## config.mk

```make
export PLATFORM = sky130hd
export DESIGN_NAME = uart_irq_ctrl
export DESIGN_NICKNAME = d
export VERILOG_FILES = /design/src/uart_irq_pkg.sv /design/src/uart_irq_ctrl.sv
export SDC_FILE = /design/constraint.sdc
export NUM_CORES = 1
export LEC_CHECK = 0
export ABC_AREA = 1
export BUFFER_PORTS_ARGS = -buffer_cell sky130_fd_sc_hd__buf_2
export CAP_MARGIN = 25
export CORE_ASPECT_RATIO = 1.25
export CORE_MARGIN = 1.5
export CORE_UTILIZATION = 53
export DETAILED_ROUTE_END_ITERATION = 7
export GPL_TIMING_DRIVEN = 0
export PLACE_DENSITY = 0.85
export SLEW_MARGIN = 25
export SYNTH_ARGS = -nofsm -noshare
export SYNTH_HDL_FRONTEND = slang
export SYNTH_SLANG_ARGS = --single-unit
```

## constraint.sdc

```tcl
create_clock -name I_REF_CLK -period 1.75 [get_ports I_REF_CLK]
set_input_delay 0.175 -clock I_REF_CLK [delete_from_list [all_inputs] [get_ports I_REF_CLK]]
set_output_delay 0.175 -clock I_REF_CLK [all_outputs]
set_load 0.005 [all_outputs]
```

## src/uart_irq_pkg.sv

```systemverilog
// Purpose: Shared constants and carrier types for the UART interrupt and line-status block.
// Assumes: 100 MHz I_REF_CLK, 64-entry receive and transmit FIFOs held outside this block.
// Notes:   Register offsets are the 4-bit internal register addresses.
`default_nettype none

package uart_irq_pkg;

  // ----------------------------------------------------------------
  // Register offsets
  // ----------------------------------------------------------------
  localparam logic [3:0] ADDR_DATA = 4'h0;
  localparam logic [3:0] ADDR_MASK = 4'h1;
  localparam logic [3:0] ADDR_STAT = 4'h2;
  localparam logic [3:0] ADDR_RESUME_CHAR_ONE = 4'h4;
  localparam logic [3:0] ADDR_RESUME_CHAR_TWO = 4'h5;
  localparam logic [3:0] ADDR_PAUSE_CHAR_ONE = 4'h6;
  localparam logic [3:0] ADDR_PAUSE_CHAR_TWO = 4'h7;
  localparam logic [3:0] ADDR_LINE = 4'h5;
  localparam logic [3:0] ADDR_MODEM = 4'h6;
  localparam logic [3:0] ADDR_GPIO_STATE = 4'hb;
  localparam logic [3:0] ADDR_GPIO_IEN = 4'hc;
  localparam logic [3:0] ADDR_RSVD = 4'hd;
  localparam logic [3:0] ADDR_IOCTRL = 4'he;
  localparam logic [3:0] ADDR_EXTRA = 4'hf;

  // ----------------------------------------------------------------
  // Field positions and values
  // ----------------------------------------------------------------
  localparam logic [7:0] LCR_ENH_SPACE = 8'hbf;
  localparam int LCR_DIV_BIT = 7;
  localparam int EFR_ENH_BIT = 4;
  localparam int MASK_RX_BIT = 0;
  localparam int MASK_TX_BIT = 1;
  localparam int MASK_LS_BIT = 2;
  localparam int MASK_MS_BIT = 3;
  localparam logic [7:0] MASK_STD_BITS = 8'h0f;
  localparam logic [7:0] REG_RESET = 8'h00;
  localparam logic [5:0] SRC_LINE = 6'h06;
  localparam logic [5:0] SRC_RECEIVE_READY_EVENT = 6'h04;
  localparam logic [5:0] SRC_TRANSMIT_READY_EVENT = 6'h02;
  localparam logic [5:0] SRC_MODEM = 6'h00;
  localparam logic [5:0] SRC_NONE = 6'h01;
  localparam int LEVEL_W = 7;

  // ----------------------------------------------------------------
  // Carriers
  // ----------------------------------------------------------------
  typedef struct packed {
    logic [3:0] addr;
    logic wr;
    logic rd;
    logic [7:0] wdata;
  } reg_req_s;

  typedef struct packed {
    logic push;
    logic push_err;
    logic pop;
    logic pop_err;
    logic overrun;
    logic clear;
    logic [2:0] head_err;
    logic [LEVEL_W-1:0] level;
  } rx_stat_s;

  typedef struct packed {
    logic hold_empty;
    logic shift_empty;
    logic [LEVEL_W-1:0] spaces;
  } tx_stat_s;

  typedef struct packed {
    logic [7:0] div_low;
    logic [7:0] div_high;
    logic [7:0] frac_div;
    logic [7:0] enh_ctrl;
    logic [7:0] resume_one;
    logic [7:0] resume_two;
    logic [7:0] pause_one;
    logic [7:0] pause_two;
    logic [7:0] gpio_state;
    logic [7:0] gpio_ien;
    logic [7:0] pin_ctrl;
    logic [7:0] extra_ctrl;
    logic [7:0] irq_mask;
  } cfg_s;

endpackage : uart_irq_pkg

`default_nettype wire

```

## src/uart_irq_ctrl.sv

```systemverilog
// Purpose: Interrupt masking, source status, line status and banked registers of the UART.
// Assumes: Register port and datapath status come from logic on I_REF_CLK.
// Notes:   Read data appears one cycle after the read strobe.
`default_nettype none

module uart_irq_ctrl
  import uart_irq_pkg::*;
(
  // Clock and reset
  input wire logic I_REF_CLK,
  input wire logic I_RSTN,
  // Register port
  input wire reg_req_s I_REG,
  input wire logic [7:0] I_LCR,
  output logic [7:0] O_RDATA,
  // Datapath status
  input wire logic I_FIFO_EN,
  input wire logic [LEVEL_W-1:0] I_RX_TRIG,
  input wire logic [LEVEL_W-1:0] I_TX_TRIG,
  input wire rx_stat_s I_RX,
  input wire tx_stat_s I_TX,
  input wire logic [3:0] I_MODEM_DELTA,
  input wire logic [3:0] I_MODEM_LINES,
  // Configuration and interrupt
  output cfg_s O_CFG,
  output logic O_ENH_EN,
  output logic O_IRQ
);

  // ----------------------------------------------------------------
  // Register state
  // ----------------------------------------------------------------
  cfg_s cfg_reg;
  logic [7:0] rdata_reg;
  logic irq_reg;
  logic data_ready_reg;
  logic overrun_reg;
  logic [LEVEL_W-1:0] err_count_reg;
  logic tx_cond_prev_reg;
  logic tx_pend_reg;
  logic [3:0] delta_reg;

  // ----------------------------------------------------------------
  // Address decode
  // ----------------------------------------------------------------
  logic enh_space;
  logic div_space;
  logic std_space;
  logic enh_en;
  logic wr;
  logic rd;

  assign enh_space = (I_LCR == LCR_ENH_SPACE);
  assign div_space = I_LCR[LCR_DIV_BIT] && !enh_space;
  assign std_space = !I_LCR[LCR_DIV_BIT];
  assign enh_en = cfg_reg.enh_ctrl[EFR_ENH_BIT];
  assign wr = I_REG.wr;
  assign rd = I_REG.rd;

  logic stat_read;
  logic modem_read;
  logic line_read;
  logic hold_write;

  assign stat_read = rd && std_space && (I_REG.addr == ADDR_STAT);
  assign modem_read = rd && !enh_space && (I_REG.addr == ADDR_MODEM);
  assign line_read = rd && !enh_space && (I_REG.addr == ADDR_LINE);
  assign hold_write = wr && std_space && (I_REG.addr == ADDR_DATA);

  // ----------------------------------------------------------------
  // Effective mask
  // ----------------------------------------------------------------
  logic [7:0] mask_eff;

  // Upper bits written in enhanced mode stay stored but have no effect without it; a write without it clears them
  assign mask_eff = enh_en ? cfg_reg.irq_mask : (cfg_reg.irq_mask & MASK_STD_BITS);

  // ----------------------------------------------------------------
  // Register writes
  // ----------------------------------------------------------------
  always_ff @(posedge I_REF_CLK or negedge I_RSTN) begin
    if (!I_RSTN) begin
      cfg_reg.div_low <= REG_RESET;
      cfg_reg.div_high <= REG_RESET;
      cfg_reg.frac_div <= REG_RESET;
      cfg_reg.enh_ctrl <= REG_RESET;
      cfg_reg.resume_one <= REG_RESET;
      cfg_reg.resume_two <= REG_RESET;
      cfg_reg.pause_one <= REG_RESET;
      cfg_reg.pause_two <= REG_RESET;
      cfg_reg.gpio_state <= REG_RESET;
      cfg_reg.gpio_ien <= REG_RESET;
      cfg_reg.pin_ctrl <= REG_RESET;
      cfg_reg.extra_ctrl <= REG_RESET;
      cfg_reg.irq_mask <= REG_RESET;
    end else if (wr) begin
      unique case (I_REG.addr)
        ADDR_DATA: begin
          if (div_space) begin
            cfg_reg.div_low <= I_REG.wdata;
          end
        end
        ADDR_MASK: begin
          if (div_space) begin
            cfg_reg.div_high <= I_REG.wdata;
          end else if (std_space) begin
            cfg_reg.irq_mask <= enh_en ? I_REG.wdata : (I_REG.wdata & MASK_STD_BITS);
          end
        end
        ADDR_STAT: begin
          if (enh_space) begin
            cfg_reg.enh_ctrl <= I_REG.wdata;
          end else if (div_space && enh_en) begin
            cfg_reg.frac_div <= I_REG.wdata;
          end
        end
        ADDR_RESUME_CHAR_ONE: begin
          if (enh_space) begin
            cfg_reg.resume_one <= I_REG.wdata;
          end
        end
        ADDR_RESUME_CHAR_TWO: begin
          if (enh_space) begin
            cfg_reg.resume_two <= I_REG.wdata;
          end
        end
        ADDR_PAUSE_CHAR_ONE: begin
          if (enh_space) begin
            cfg_reg.pause_one <= I_REG.wdata;
          end
        end
        ADDR_PAUSE_CHAR_TWO: begin
          if (enh_space) begin
            cfg_reg.pause_two <= I_REG.wdata;
          end
        end
        ADDR_GPIO_STATE: begin
          cfg_reg.gpio_state <= I_REG.wdata;
        end
        ADDR_GPIO_IEN: begin
          cfg_reg.gpio_ien <= I_REG.wdata;
        end
        ADDR_IOCTRL: begin
          cfg_reg.pin_ctrl <= I_REG.wdata;
        end
        ADDR_EXTRA: begin
          cfg_reg.extra_ctrl <= I_REG.wdata;
        end
        default: begin
        end
      endcase
    end
  end

  // ----------------------------------------------------------------
  // Receive line status
  // ----------------------------------------------------------------
  logic [LEVEL_W-1:0] err_count_next;

  // Counting errored entries avoids scanning the FIFO for the global flag
  always_comb begin
    err_count_next = err_count_reg;
    if (I_RX.clear) begin
      err_count_next = '0;
    end else if ((I_RX.push && I_RX.push_err) && !(I_RX.pop && I_RX.pop_err)) begin
      err_count_next = err_count_reg + LEVEL_W'(1);
    end else if (!(I_RX.push && I_RX.push_err) && (I_RX.pop && I_RX.pop_err)) begin
      err_count_next = err_count_reg - LEVEL_W'(1);
    end
  end

  always_ff @(posedge I_REF_CLK or negedge I_RSTN) begin
    if (!I_RSTN) begin
      err_count_reg <= '0;
    end else begin
      err_count_reg <= err_count_next;
    end
  end

  // Set wins over the empty clear
  always_ff @(posedge I_REF_CLK or negedge I_RSTN) begin
    if (!I_RSTN) begin
      data_ready_reg <= 1'b0;
    end else if (I_RX.push) begin
      data_ready_reg <= 1'b1;
    end else if (I_RX.level == '0) begin
      data_ready_reg <= 1'b0;
    end
  end

  // Overrun is sticky until the line status is read; a new overrun beats the read
  always_ff @(posedge I_REF_CLK or negedge I_RSTN) begin
    if (!I_RSTN) begin
      overrun_reg <= 1'b0;
    end else if (I_RX.overrun) begin
      overrun_reg <= 1'b1;
    end else if (line_read) begin
      overrun_reg <= 1'b0;
    end
  end

  logic [7:0] line_status;

  always_comb begin
    line_status = 8'h00;
    line_status[0] = data_ready_reg;
    line_status[1] = overrun_reg;
    line_status[4:2] = (I_RX.level != '0) ? I_RX.head_err : 3'h0;
    line_status[5] = I_TX.hold_empty;
    line_status[6] = I_TX.hold_empty && I_TX.shift_empty;
    line_status[7] = (err_count_reg != '0);
  end

  // ----------------------------------------------------------------
  // Interrupt sources
  // ----------------------------------------------------------------
  logic rx_cond;
  logic tx_cond;
  logic line_cond;
  logic modem_cond;

  // Receive ready follows the fill level, so draining below trigger withdraws it
  assign rx_cond = I_FIFO_EN ? (I_RX.level >= I_RX_TRIG) : (I_RX.level != '0);
  assign tx_cond = I_FIFO_EN ? (I_TX.spaces > I_TX_TRIG) : I_TX.hold_empty;
  // Overrun flag counts directly, so it fires before the char reaches the head
  assign line_cond = |{line_status[7], line_status[4:1]};
  assign modem_cond = |delta_reg;

  always_ff @(posedge I_REF_CLK or negedge I_RSTN) begin
    if (!I_RSTN) begin
      tx_cond_prev_reg <= 1'b0;
    end else begin
      tx_cond_prev_reg <= tx_cond;
    end
  end

  logic tx_arm;

  // Enabling the mask bit while already empty arms the source at once
  assign tx_arm = (tx_cond && !tx_cond_prev_reg) ||
                  (tx_cond && wr && std_space && (I_REG.addr == ADDR_MASK) &&
                   I_REG.wdata[MASK_TX_BIT] && !cfg_reg.irq_mask[MASK_TX_BIT]);

  // A new empty event in the clearing cycle is kept
  always_ff @(posedge I_REF_CLK or negedge I_RSTN) begin
    if (!I_RSTN) begin
      tx_pend_reg <= 1'b0;
    end else if (tx_arm) begin
      tx_pend_reg <= 1'b1;
    end else if (stat_read || hold_write || !tx_cond) begin
      tx_pend_reg <= 1'b0;
    end
  end

  // Delta bits: new change beats the read clear
  always_ff @(posedge I_REF_CLK or negedge I_RSTN) begin
    if (!I_RSTN) begin
      delta_reg <= 4'h0;
    end else if (modem_read) begin
      delta_reg <= I_MODEM_DELTA;
    end else begin
      delta_reg <= delta_reg | I_MODEM_DELTA;
    end
  end

  // ----------------------------------------------------------------
  // Priority and status
  // ----------------------------------------------------------------
  logic line_pend;
  logic rx_pend;
  logic tx_pend;
  logic modem_pend;
  logic [7:0] src_status;

  assign line_pend = mask_eff[MASK_LS_BIT] && line_cond;
  assign rx_pend = mask_eff[MASK_RX_BIT] && rx_cond;
  assign tx_pend = mask_eff[MASK_TX_BIT] && tx_pend_reg;
  assign modem_pend = mask_eff[MASK_MS_BIT] && modem_cond;

  // With all four mask bits clear nothing is pending: polled mode via line status
  always_comb begin
    src_status = {{2{I_FIFO_EN}}, SRC_NONE};
    if (line_pend) begin
      src_status[5:0] = SRC_LINE;
    end else if (rx_pend) begin
      src_status[5:0] = SRC_RECEIVE_READY_EVENT;
    end else if (tx_pend) begin
      src_status[5:0] = SRC_TRANSMIT_READY_EVENT;
    end else if (modem_pend) begin
      src_status[5:0] = SRC_MODEM;
    end
  end

  always_ff @(posedge I_REF_CLK or negedge I_RSTN) begin
    if (!I_RSTN) begin
      irq_reg <= 1'b0;
    end else begin
      irq_reg <= line_pend || rx_pend || tx_pend || modem_pend;
    end
  end

  // ----------------------------------------------------------------
  // Read data
  // ----------------------------------------------------------------
  logic [7:0] rdata_next;

  always_comb begin
    rdata_next = 8'h00;
    unique case (I_REG.addr)
      ADDR_DATA: begin
        rdata_next = div_space ? cfg_reg.div_low : 8'h00;
      end
      ADDR_MASK: begin
        rdata_next = div_space ? cfg_reg.div_high : (std_space ? mask_eff : 8'h00);
      end
      ADDR_STAT: begin
        if (enh_space) begin
          rdata_next = cfg_reg.enh_ctrl;
        end else if (div_space) begin
          rdata_next = enh_en ? cfg_reg.frac_div : 8'h00;
        end else begin
          rdata_next = src_status;
        end
      end
      ADDR_RESUME_CHAR_ONE: begin
        rdata_next = enh_space ? cfg_reg.resume_one : 8'h00;
      end
      ADDR_RESUME_CHAR_TWO: begin
        rdata_next = enh_space ? cfg_reg.resume_two : line_status;
      end
      ADDR_PAUSE_CHAR_ONE: begin
        rdata_next = enh_space ? cfg_reg.pause_one : {I_MODEM_LINES, delta_reg};
      end
      ADDR_PAUSE_CHAR_TWO: begin
        rdata_next = enh_space ? cfg_reg.pause_two : 8'h00;
      end
      ADDR_GPIO_STATE: begin
        rdata_next = cfg_reg.gpio_state;
      end
      ADDR_GPIO_IEN: begin
        rdata_next = cfg_reg.gpio_ien;
      end
      ADDR_IOCTRL: begin
        rdata_next = cfg_reg.pin_ctrl;
      end
      ADDR_EXTRA: begin
        rdata_next = cfg_reg.extra_ctrl;
      end
      default: begin
        rdata_next = 8'h00;
      end
    endcase
  end

  always_ff @(posedge I_REF_CLK or negedge I_RSTN) begin
    if (!I_RSTN) begin
      rdata_reg <= 8'h00;
    end else if (rd) begin
      rdata_reg <= rdata_next;
    end
  end

  // ----------------------------------------------------------------
  // Outputs
  // ----------------------------------------------------------------
  assign O_RDATA = rdata_reg;
  assign O_CFG = cfg_reg;
  assign O_ENH_EN = cfg_reg.enh_ctrl[EFR_ENH_BIT];
  assign O_IRQ = irq_reg;

endmodule : uart_irq_ctrl

`default_nettype wire

```

Word level (Yosys, flattened, before mapping)
Index checks and enable logic that the tools add are counted.
W data, S select, Z words.
{ "totals": {"output_inout_bits": 114, "ramBits": 0, "memories": 0, "elab_cells": 130, "inputBits": 72, "latch_bits": 0, "mem_bits_ro": 0, "regBits": 128} }
{ "op_classes": {"eq_ne": 11, "muxes": 30, "reduce_logical": 60, "shifts": 0, "bitwise_logic": 4, "order_cmp": 2, "add_sub_neg": 2, "multipliers": 0, "div_mod_pow": 0} }
{ "op_table": {"columns": ["op", "n"], "rows": [
  ["$mux W8", 12],
  ["$pmux W8 S11", 1],
  ["$logic_and A1 B1 Y1", 24],
  ["$mux W7", 3],
  ["$reduce_and A3 Y1", 7],
  ["$eq A4 B3 Y1 const B", 4],
  ["$eq A4 B4 Y1 const B", 4],
  ["$reduce_bool A7 Y1", 2],
  ["$mux W1", 9],
  ["$mux W3", 3],
  ["$eq A8 B8 Y1 const B", 1],
  ["$reduce_and A2 Y1", 4],
  ["$reduce_and A4 Y1", 2],
  ["$add A7 B1 Y7 const B", 1],
  ["$ge A7 B7 Y1", 1],
  ["$gt A7 B7 Y1", 1],
  ["$logic_not A1 Y1", 7],
  ["$logic_not A7 Y1", 1],
  ["$sub A7 B1 Y7 const B", 1],
  ["$logic_or A1 B1 Y1", 6],
  ["$reduce_bool A2 Y1", 3],
  ["$reduce_or A5 Y1", 1],
  ["$eq A4 B1 Y1 const B", 1],
  ["$eq A4 B2 Y1 const B", 1],
  ["7 further kinds", 9]
]} }

Logic depth before layout (Yosys ltp)
Gate-level depths: netlist of the first run.
{ "logic_depth": {"word_depth": 9, "mapped_depth": 15, "ltp_nobuf": 15} }

Worst setup path after synthesis of the first run
No wires, ideal clock.
{ "synth_timing": {"path_kind": "in2reg", "startpoint": "in I_RX[13] (netlist bit)", "endpoint": "reg err_count_reg[5]", "required_time_ns": 1.621, "setup_time_ns": 0.129, "path_buffers": 0, "cell_stages": 11, "t_arrival_ns": 1.703, "path_slack_ns": -0.082, "path_cell_list": "nand2_1 inv_1 nor2_1 inv_1 ha_1 a21o_1 o21ai_0 nand2_1 a21oi_1 xor2_1 o22ai_1"} }
{ "synth_between": {"elab_chain_len": 5, "elab_cells_between_ends": 7, "classes_between": "2 x mux; 5 x reduce/logical"} }
{ "synth_rtl": {"columns": ["item", "line", "source"], "rows": [
  ["start, declared", "uart_irq_ctrl.sv:20", "input wire rx_stat_s I_RX,"],
  ["$logic_and A1 B1 Y1 *", "uart_irq_ctrl.sv:165, uart_irq_ctrl.sv:167", null],
  ["$logic_not A1 Y1", "uart_irq_ctrl.sv:165", "end else if ((I_RX.push && I_RX.push_err) && !(I_RX.pop && I_RX.pop_err)) begin"],
  ["$logic_and A1 B1 Y1", "uart_irq_ctrl.sv:165", null],
  ["$mux W7", "uart_irq_ctrl.sv:165", null],
  ["$mux W7", "uart_irq_ctrl.sv:163", "if (I_RX.clear) begin"],
  ["end signal, assigned", "uart_irq_ctrl.sv:176", "err_count_reg <= err_count_next;"],
  ["end, declared", "uart_irq_ctrl.sv:38", "logic [LEVEL_W-1:0] err_count_reg;"]
]} }
Mark *: on every way between the ends. The rest lies on a longest branch, timed or not.
A chain may end at the register's enable or synchronous reset.

Worst setup path after layout of the first run
{ "layout_timing": {"startpoint": "reg err_count_reg[2]", "endpoint": "reg err_count_reg[5]"} }
{ "layout_between": {"elab_chain_len": 4, "elab_cells_between_ends": 5, "classes_between": "2 x add/sub; 3 x mux"} }
{ "layout_rtl": {"columns": ["item", "line", "source"], "rows": [
  ["$sub A7 B1 Y7", "uart_irq_ctrl.sv:168", "err_count_next = err_count_reg - LEVEL_W'(1);"],
  ["$mux W7", "uart_irq_ctrl.sv:167", "end else if (!(I_RX.push && I_RX.push_err) && (I_RX.pop && I_RX.pop_err)) begin"],
  ["$mux W7 *", "uart_irq_ctrl.sv:165", null],
  ["$mux W7 *", "uart_irq_ctrl.sv:163", null]
]} }
Mark *: on every way between the ends. The rest lies on a longest branch, timed or not. The select of a mux whose other input is x is not followed.

==> flow_metrics.env, run 1 <==
export IMPL_area_growth_pct=28.2
export IMPL_fin_area_sq_mm=0.00865
export IMPL_ff2ff_setup_slack_ns=0.07
export IMPL_core_area_sq_mm=0.0123
export IMPL_wl_per_cell_um=18.0
export IMPL_dp_hpwl_um=16100
export IMPL_drt_vias_per_instance=5.65
export IMPL_placed_cell_area_sq_mm=0.00791
export IMPL_largest_reg_flops=104
export IMPL_grt_usage=0.340
export IMPL_fin_skew_ns=0.00575
export IMPL_path_clk_slew_ns=0.06
export IMPL_avgSynthCellArea_sq_um=7.81
export IMPL_startpoint_type="flop"
export IMPL_nets=1168
export IMPL_arrival_ns=1.97
export IMPL_cts_sinks=128
export IMPL_whs_ns=0.0674
export IMPL_clockRootBuffer="clkbuf_16"
export IMPL_final_antenna_net_count=0
export IMPL_p_int_mw=6.53
export IMPL_drive_above_1_share=0.246
export IMPL_p_seq_frac=0.402
export IMPL_synth_area_sq_mm=0.00675
export IMPL_cp_end_kind="flop"
export IMPL_status="complete, no violations"
export IMPL_gp_congestion=0.948
export IMPL_ioPinCount=186
export IMPL_grt_pass1_vias=6759
export IMPL_min_path_cells=3
export IMPL_ir_worst_vdd_v=0.000789
export IMPL_drt_wl_total_um=22500
export IMPL_drtIter0Drc=736
export IMPL_worst_path_max_fanout=4
export IMPL_slew_violations=0
export IMPL_ys_seq_area_frac=0.475
export IMPL_dr_pass1_iters=6
export IMPL_fin_crit_ns=1.68
export IMPL_cts_tree="yes"
export IMPL_n_antenna_cell=0
export IMPL_holdCritStartpoint="I_REG[4]"
export IMPL_swShare=0.281
export IMPL_syn_num_nets=956
export IMPL_hp_class="input port to flop"
export IMPL_path_class="flop to flop"
export IMPL_clk_latency_ns=0.42
export IMPL_tightest_slew_ns=0.765
export IMPL_die_w_um=104
export IMPL_cts_buffers=17
export IMPL_grt_max_degree=84
export IMPL_hold_end="O_CFG[4]$_DFFE_PN0P_"
export IMPL_yosysUniqueCellTypes=37
export IMPL_reg2reg_to="err_count_reg[5]$_DFFE_PN0P_"
export IMPL_ys_ff_latch=128
export IMPL_die_height_um=129
export IMPL_r2r_cells=7
export IMPL_die_area_sq_mm=0.0134
export IMPL_vias=7071
export IMPL_finalSetupViolations=0
export IMPL_finalCritPeriodShare=0.960
export IMPL_total_leakage_power_nw=4.84
export IMPL_grt_pass1_wl_um=35000
export IMPL_start_util=0.550
export IMPL_cts_path_max_buffers=2
export IMPL_route_detailed_drc=0
export IMPL_switchingPower_mw=2.55
export IMPL_postSynthCellCount=864
export IMPL_antenna_found_initial=0
export IMPL_crit_required_ns=2.04
export IMPL_power_frac_clock=0.414
export IMPL_grt_overflow=0
export IMPL_hold_violations=0
export IMPL_timing_fmax_mhz=595
export IMPL_combPwrFrac=0.184
export IMPL_rows=45
export IMPL_ys_warnings_count=0
export IMPL_portBuffers=183
export IMPL_h_tree_depth=4
export IMPL_maxSlewHeadroom=0.490
export IMPL_power_density_mw_per_mm2=1050
export IMPL_r2r_start="err_count_reg[2]$_DFFE_PN0P_"
export IMPL_max_cap_viol_count=0
## metrics by stage
| step | util | worst slack (ns) | total power [mW] | setup TNS, ns | std cells |
|---|---|---|---|---|---|
| final | 0.705 | 0.0705 | 9.08 | 0 | 1252 |
| after global routing | 0.705 | -0.00119 | 9.41 | -0.00119 | 1252 |
| after CTS | 0.702 | 0.0123 | 8.97 | 0 | 1251 |
| after detailed placement | 0.644 | -0.270 | 5.23 | -0.977 | 1212 |
| after global placement | 0.641 | -1.10 | 5.15 | -139.97 | 1211 |
| after floorplan | - | 0.0394 | 4.46 | 0 | 864 |
## power groups by stage
stage | clock network [mW] | logic (mW) | registers, mW
after floorplan | 0 | 0.836 | 3.62
after global placement | 0 | 1.49 | 3.66
after detailed placement | 0 | 1.56 | 3.67
after CTS | 3.73 | 1.61 | 3.63
after global routing | 3.88 | 1.86 | 3.67
final | 3.76 | 1.67 | 3.65
## synth_stat cells
| cell | n | area (sq um) |
|---|---|---|
| a211oi_1 | 1 | 7.51 |
| a21o_1 | 1 | 7.51 |
| a21oi_1 | 13 | 65.1 |
| a22o_1 | 4 | 35.0 |
| a41oi_1 | 1 | 8.76 |
| buf_2 | 6 | 30.0 |
| buf_4 | 3 | 22.5 |
| buf_6 | 7 | 78.8 |
| clkbuf_1 | 15 | 56.3 |
| clkinv_1 | 2 | 7.51 |
| dfrtp_1 | 128 | 3200 |
| fa_1 | 1 | 20.0 |
| ha_1 | 19 | 238 |
| inv_1 | 81 | 304 |
| inv_2 | 5 | 18.8 |
| inv_4 | 1 | 6.26 |
| nand2_1 | 308 | 1160 |
| nand2_2 | 3 | 18.8 |
| nand2_4 | 8 | 90.1 |
| nand3_1 | 44 | 220 |
| nand3_2 | 2 | 20.0 |
| nand3b_1 | 1 | 7.51 |
| nand4_1 | 12 | 75.1 |
| nor2_1 | 35 | 131 |
| nor2_2 | 6 | 37.5 |
| nor2_4 | 1 | 11.3 |
| nor2_8 | 1 | 20.0 |
| nor3_1 | 5 | 25.0 |
| nor3_4 | 2 | 32.5 |
| o211ai_1 | 2 | 15.0 |
| o21ai_0 | 107 | 536 |
| o21ai_1 | 20 | 100 |
| o21bai_1 | 6 | 45.0 |
| o22ai_1 | 7 | 43.8 |
| o311ai_0 | 2 | 17.5 |
| o31ai_1 | 1 | 7.51 |
| xor2_1 | 3 | 26.3 |
## cells by family (layout without fill, tap and decap cells)
kind of cell | count (synthesis) | after routing | synth area share
AO/OA/AOI/OAI | 165 | 165 | 0.132
XOR/XNOR | 3 | 3 | 0.00390
adder cells (fa/ha/maj) | 20 | 20 | 0.0382
buffers and inverters | 120 | 344 | 0.0777
flip-flops | 128 | 128 | 0.475
AND/OR/NAND/NOR | 428 | 428 | 0.274
## worst max-delay path by stage
| stage | from | endpoint | slack [ns] | cells after the start |
|---|---|---|---|---|
| 6_report | err_count_reg[2]$_DFFE_PN0P_ | err_count_reg[5]$_DFFE_PN0P_ | 0.07 | 7 |
| 3_3_place_gp | I_RSTN | O_CFG[72]$_DFFE_PN0P_ | -1.10 | 1 |
| 5_1_grt | err_count_reg[0]$_DFFE_PN0P_ | err_count_reg[6]$_DFFE_PN0P_ | -0.001 | 8 |
| 3_5_place_dp | I_RX[13] | err_count_reg[5]$_DFFE_PN0P_ | -0.27 | 12 |
| 2_1_floorplan | I_RX[13] | err_count_reg[5]$_DFFE_PN0P_ | 0.04 | 11 |
| 4_1_cts | err_count_reg[0]$_DFFE_PN0P_ | err_count_reg[6]$_DFFE_PN0P_ | 0.01 | 8 |
## layout make-up
cell class,instances,area [sq um]
inverters,89,337
repair buffers,193,1040
clock inverters,4,95.1
fillers,946,3620
flip-flops and latches,128,3200
multi-input cells,616,3050
clock buffers,27,533
well taps,164,205
plain buffers,31,188
## cell usage in the layout, fill, tap and decap left out, types with 8 or more instances in the layout
master	count
a21oi_1	13
buf_2	188
clkbuf_1	18
clkbuf_16	17
dfrtp_1	127
ha_1	18
inv_1	80
nand2_1	307
nand2_4	8
nand3_1	44
nand4_1	12
nor2_1	33
nor2_2	8
o21ai_0	105
o21ai_1	21
## per-layer routing
layer	GRT usage	share of wire
met1	0.407	0.37
met2	0.577	0.49
met3	0.0609	0.088
met4	0.208	0.055
met5	0	0
## worst max-delay path, stage by stage, from the launching register on
cell and delay [ns]:
dfrtp_1 0.41, ha_4 0.27, a21o_1 0.17, o21ai_1 0.18
nand2_1 0.09, a21oi_1 0.18, xor2_1 0.17, o22ai_1 0.08
## timing repair
action                                  in CTS  in global routing
gates resized for setup                      1                  8
pin swaps                                    1                  4
setup buffers                                1                  1
endpoints found under the hold margin       51                  0
hold buffers                                 7                  0
endpoints found under the setup margin       6                 13
(Power assumes the default switching activity.)
==> inputs of run 2 (changes only) <==
--- a/config.mk
+++ b/config.mk
@@ -13,7 +13,7 @@
 export CORE_UTILIZATION = 53
 export DETAILED_ROUTE_END_ITERATION = 7
 export GPL_TIMING_DRIVEN = 0
-export PLACE_DENSITY = 0.85
+export PLACE_DENSITY_LB_ADDON = 0.3
 export SLEW_MARGIN = 25
 export SYNTH_ARGS = -nofsm -noshare
 export SYNTH_HDL_FRONTEND = slang
==> run 2 against run 1 <==
Flip-flop and latch count did not move. Clock-buffer cell count decreased by 6. Final cell count stayed put. Core utilization down 0.23 points. Combinational power about the same. Largest power group is now registers. Via count fell by 1.2%. Power decreased by 1.7%. Critical path type unchanged. Highest routed layer unchanged.
==> flow_metrics.env, run 2 (synthesis results as in run 1) <==
export IMPL_dr_pass1_iters=5
export IMPL_hold_violations=0
export IMPL_area_growth_pct=27.8
export IMPL_finalCritPeriodShare=0.961
export IMPL_rsz0062_at_grt="true"
export IMPL_wl_per_cell_um=17.4
export IMPL_hp_class="input port to flop"
export IMPL_dp_cells=1212
export IMPL_critical_path_max_stage_delay_ns=0.39
export IMPL_layout_common_cells="nand2_1 (307), buf_2 (188), dfrtp_1 (127)"
export IMPL_ff2ff_setup_slack_ns=0.07
export IMPL_n_antenna_cell=0
export IMPL_path_clk_slew_ns=0.06
export IMPL_ioPinCount=186
export IMPL_final_common_cell="nand2_1"
export IMPL_drive_above_1_share=0.248
export IMPL_gp_congestion=0.921
export IMPL_ir_worst_vdd_v=0.000616
export IMPL_fin_crit_ns=1.68
export IMPL_startpoint_type="flop"
export IMPL_grt_usage=0.327
export IMPL_final_core_util=0.702
export IMPL_status="complete, no violations"
export IMPL_fin_ws_ns=0.0690
export IMPL_drtIter0Drc=526
export IMPL_vias=6984
export IMPL_route_detailed_drc=0
export IMPL_grt_max_degree=75
export IMPL_antenna_found_initial=0
export IMPL_r2r_start="err_count_reg[1]$_DFFE_PN0P_"
export IMPL_fin_area_sq_mm=0.00862
export IMPL_slew_violations=0
export IMPL_h_tree_depth=4
export IMPL_maxSlewHeadroom=0.397
export IMPL_grt_pass1_wl_um=33700
export IMPL_portBuffers=183
export IMPL_cts_sinks=128
export IMPL_die_w_um=104
export IMPL_final_antenna_net_count=0
export IMPL_path_class="flop to flop"
export IMPL_finalSetupViolations=0
export IMPL_clockRootBuffer="clkbuf_16"
export IMPL_stdcell_count=1252
export IMPL_cts_buffers=17
export IMPL_cts_path_max_buffers=2
export IMPL_nets=1168
export IMPL_core_area_sq_mm=0.0123
export IMPL_die_height_um=129
export IMPL_tightest_slew_ns=0.905
export IMPL_regArea_sq_mm=0.00320
export IMPL_fin_skew_ns=0.00428
export IMPL_crit_required_ns=2.09
export IMPL_crit_chain="inv_2 > fa_2 > o211ai_1 > nand2_1 > nand2_1 > a21oi_2 > a21oi_1 > o21ai_1 > o21ai_1"
export IMPL_crit_path_end="err_count_reg[6]$_DFFE_PN0P_"
export IMPL_multi_input_area_sq_mm=0.00305
export IMPL_r2r_cells=9
export IMPL_die_area_sq_mm=0.0134
export IMPL_start_util=0.550
export IMPL_num_fill_cells=1006
export IMPL_cp_end_kind="flop"
export IMPL_cts_tree="yes"
export IMPL_timing_setup_tns_ns=0
export IMPL_drt_vias_per_instance=5.58
export IMPL_arrival_ns=2.02
export IMPL_grt_overflow=0
export IMPL_placed_cell_area_sq_mm=0.00791
export IMPL_total_leakage_power_nw=4.82
export IMPL_grt_pass1_vias=6455
export IMPL_cp_slowest_cell="fa_2"
export IMPL_dp_hpwl_um=15700
export IMPL_rows=45
export IMPL_crit_start="err_count_reg[1]$_DFFE_PN0P_"
export IMPL_timing_fmax_mhz=595
export IMPL_largest_reg_flops=104
export IMPL_reg2reg_to="err_count_reg[6]$_DFFE_PN0P_"
export IMPL_worst_path_max_fanout=3
export IMPL_pre_cts_slack_ns=-0.278
export IMPL_clk_latency_ns=0.42
export IMPL_power_density_mw_per_mm2=1040
export IMPL_drt_wl_total_um=21800
export IMPL_max_cap_viol_count=0
## run 2: metrics by stage
stage                     hold WS, ns  total power, mW
final                          0.0582             8.93
after global placement          0.380             5.16
after CTS                      0.0536             8.82
after detailed placement        0.116             5.22
after global routing           0.0614             9.28
after floorplan                -0.121             4.46
## run 2: power by group
group | internal, mW | total [mW] | leakage [nW] | switching, mW
logic | 0.713 | 1.67 | 2.86 | 0.958
registers | 3.32 | 3.64 | 1.67 | 0.327
clock network | 2.30 | 3.62 | 0.285 | 1.32
## run 2: worst min-delay path by stage
stage	startpoint	end	slack, ns	depth (start not counted)
final	I_REG[5]	O_CFG[5]$_DFFE_PN0P_	0.06	3
after global routing	I_REG[4]	O_CFG[4]$_DFFE_PN0P_	0.06	3
after CTS	I_REG[6]	O_CFG[6]$_DFFE_PN0P_	0.05	3
after detailed placement	I_RSTN	O_CFG[90]$_DFFE_PN0P_	0.12	1
after global placement	I_MODEM_DELTA[1]	delta_reg[1]$_DFF_PN0_	0.38	2
after floorplan	I_RSTN	O_CFG[0]$_DFFE_PN0P_	-0.12	0
## run 2: cell type report
| type | count | area share |
|---|---|---|
| clock inverter | 10 | 0.0158 |
| clock buffer | 21 | 0.0534 |
| sequential | 128 | 0.372 |
| multi-input combinational | 616 | 0.354 |
| tap | 164 | 0.0238 |
| timing repair buffer | 193 | 0.120 |
| buffer | 31 | 0.0218 |
| inverter | 89 | 0.0390 |
## run 2: metal layers
metal,GRT usage,share of wire
met4,0.139,0.039
met3,0.0558,0.077
met5,0,0
met1,0.400,0.39
met2,0.575,0.50
## run 2: worst max-delay path: cells and delay by family, from the launching register on
kind | cells | cell delay (ns)
AND/OR/NAND/NOR | 2 | 0.20
flip-flops | 1 | 0.37
buffers and inverters | 1 | 0.06
AO/OA/AOI/OAI | 5 | 0.59
adder cells (fa/ha/maj) | 1 | 0.39
## run 2: repair_timing
action / CTS / global route
hold endpoints to repair: 60 / 0
gates resized for setup: 2 / 9
setup buffers: 0 / 2
pin swaps: 1 / 4
setup endpoints to repair: 3 / 6
hold buffers: 7 / 0
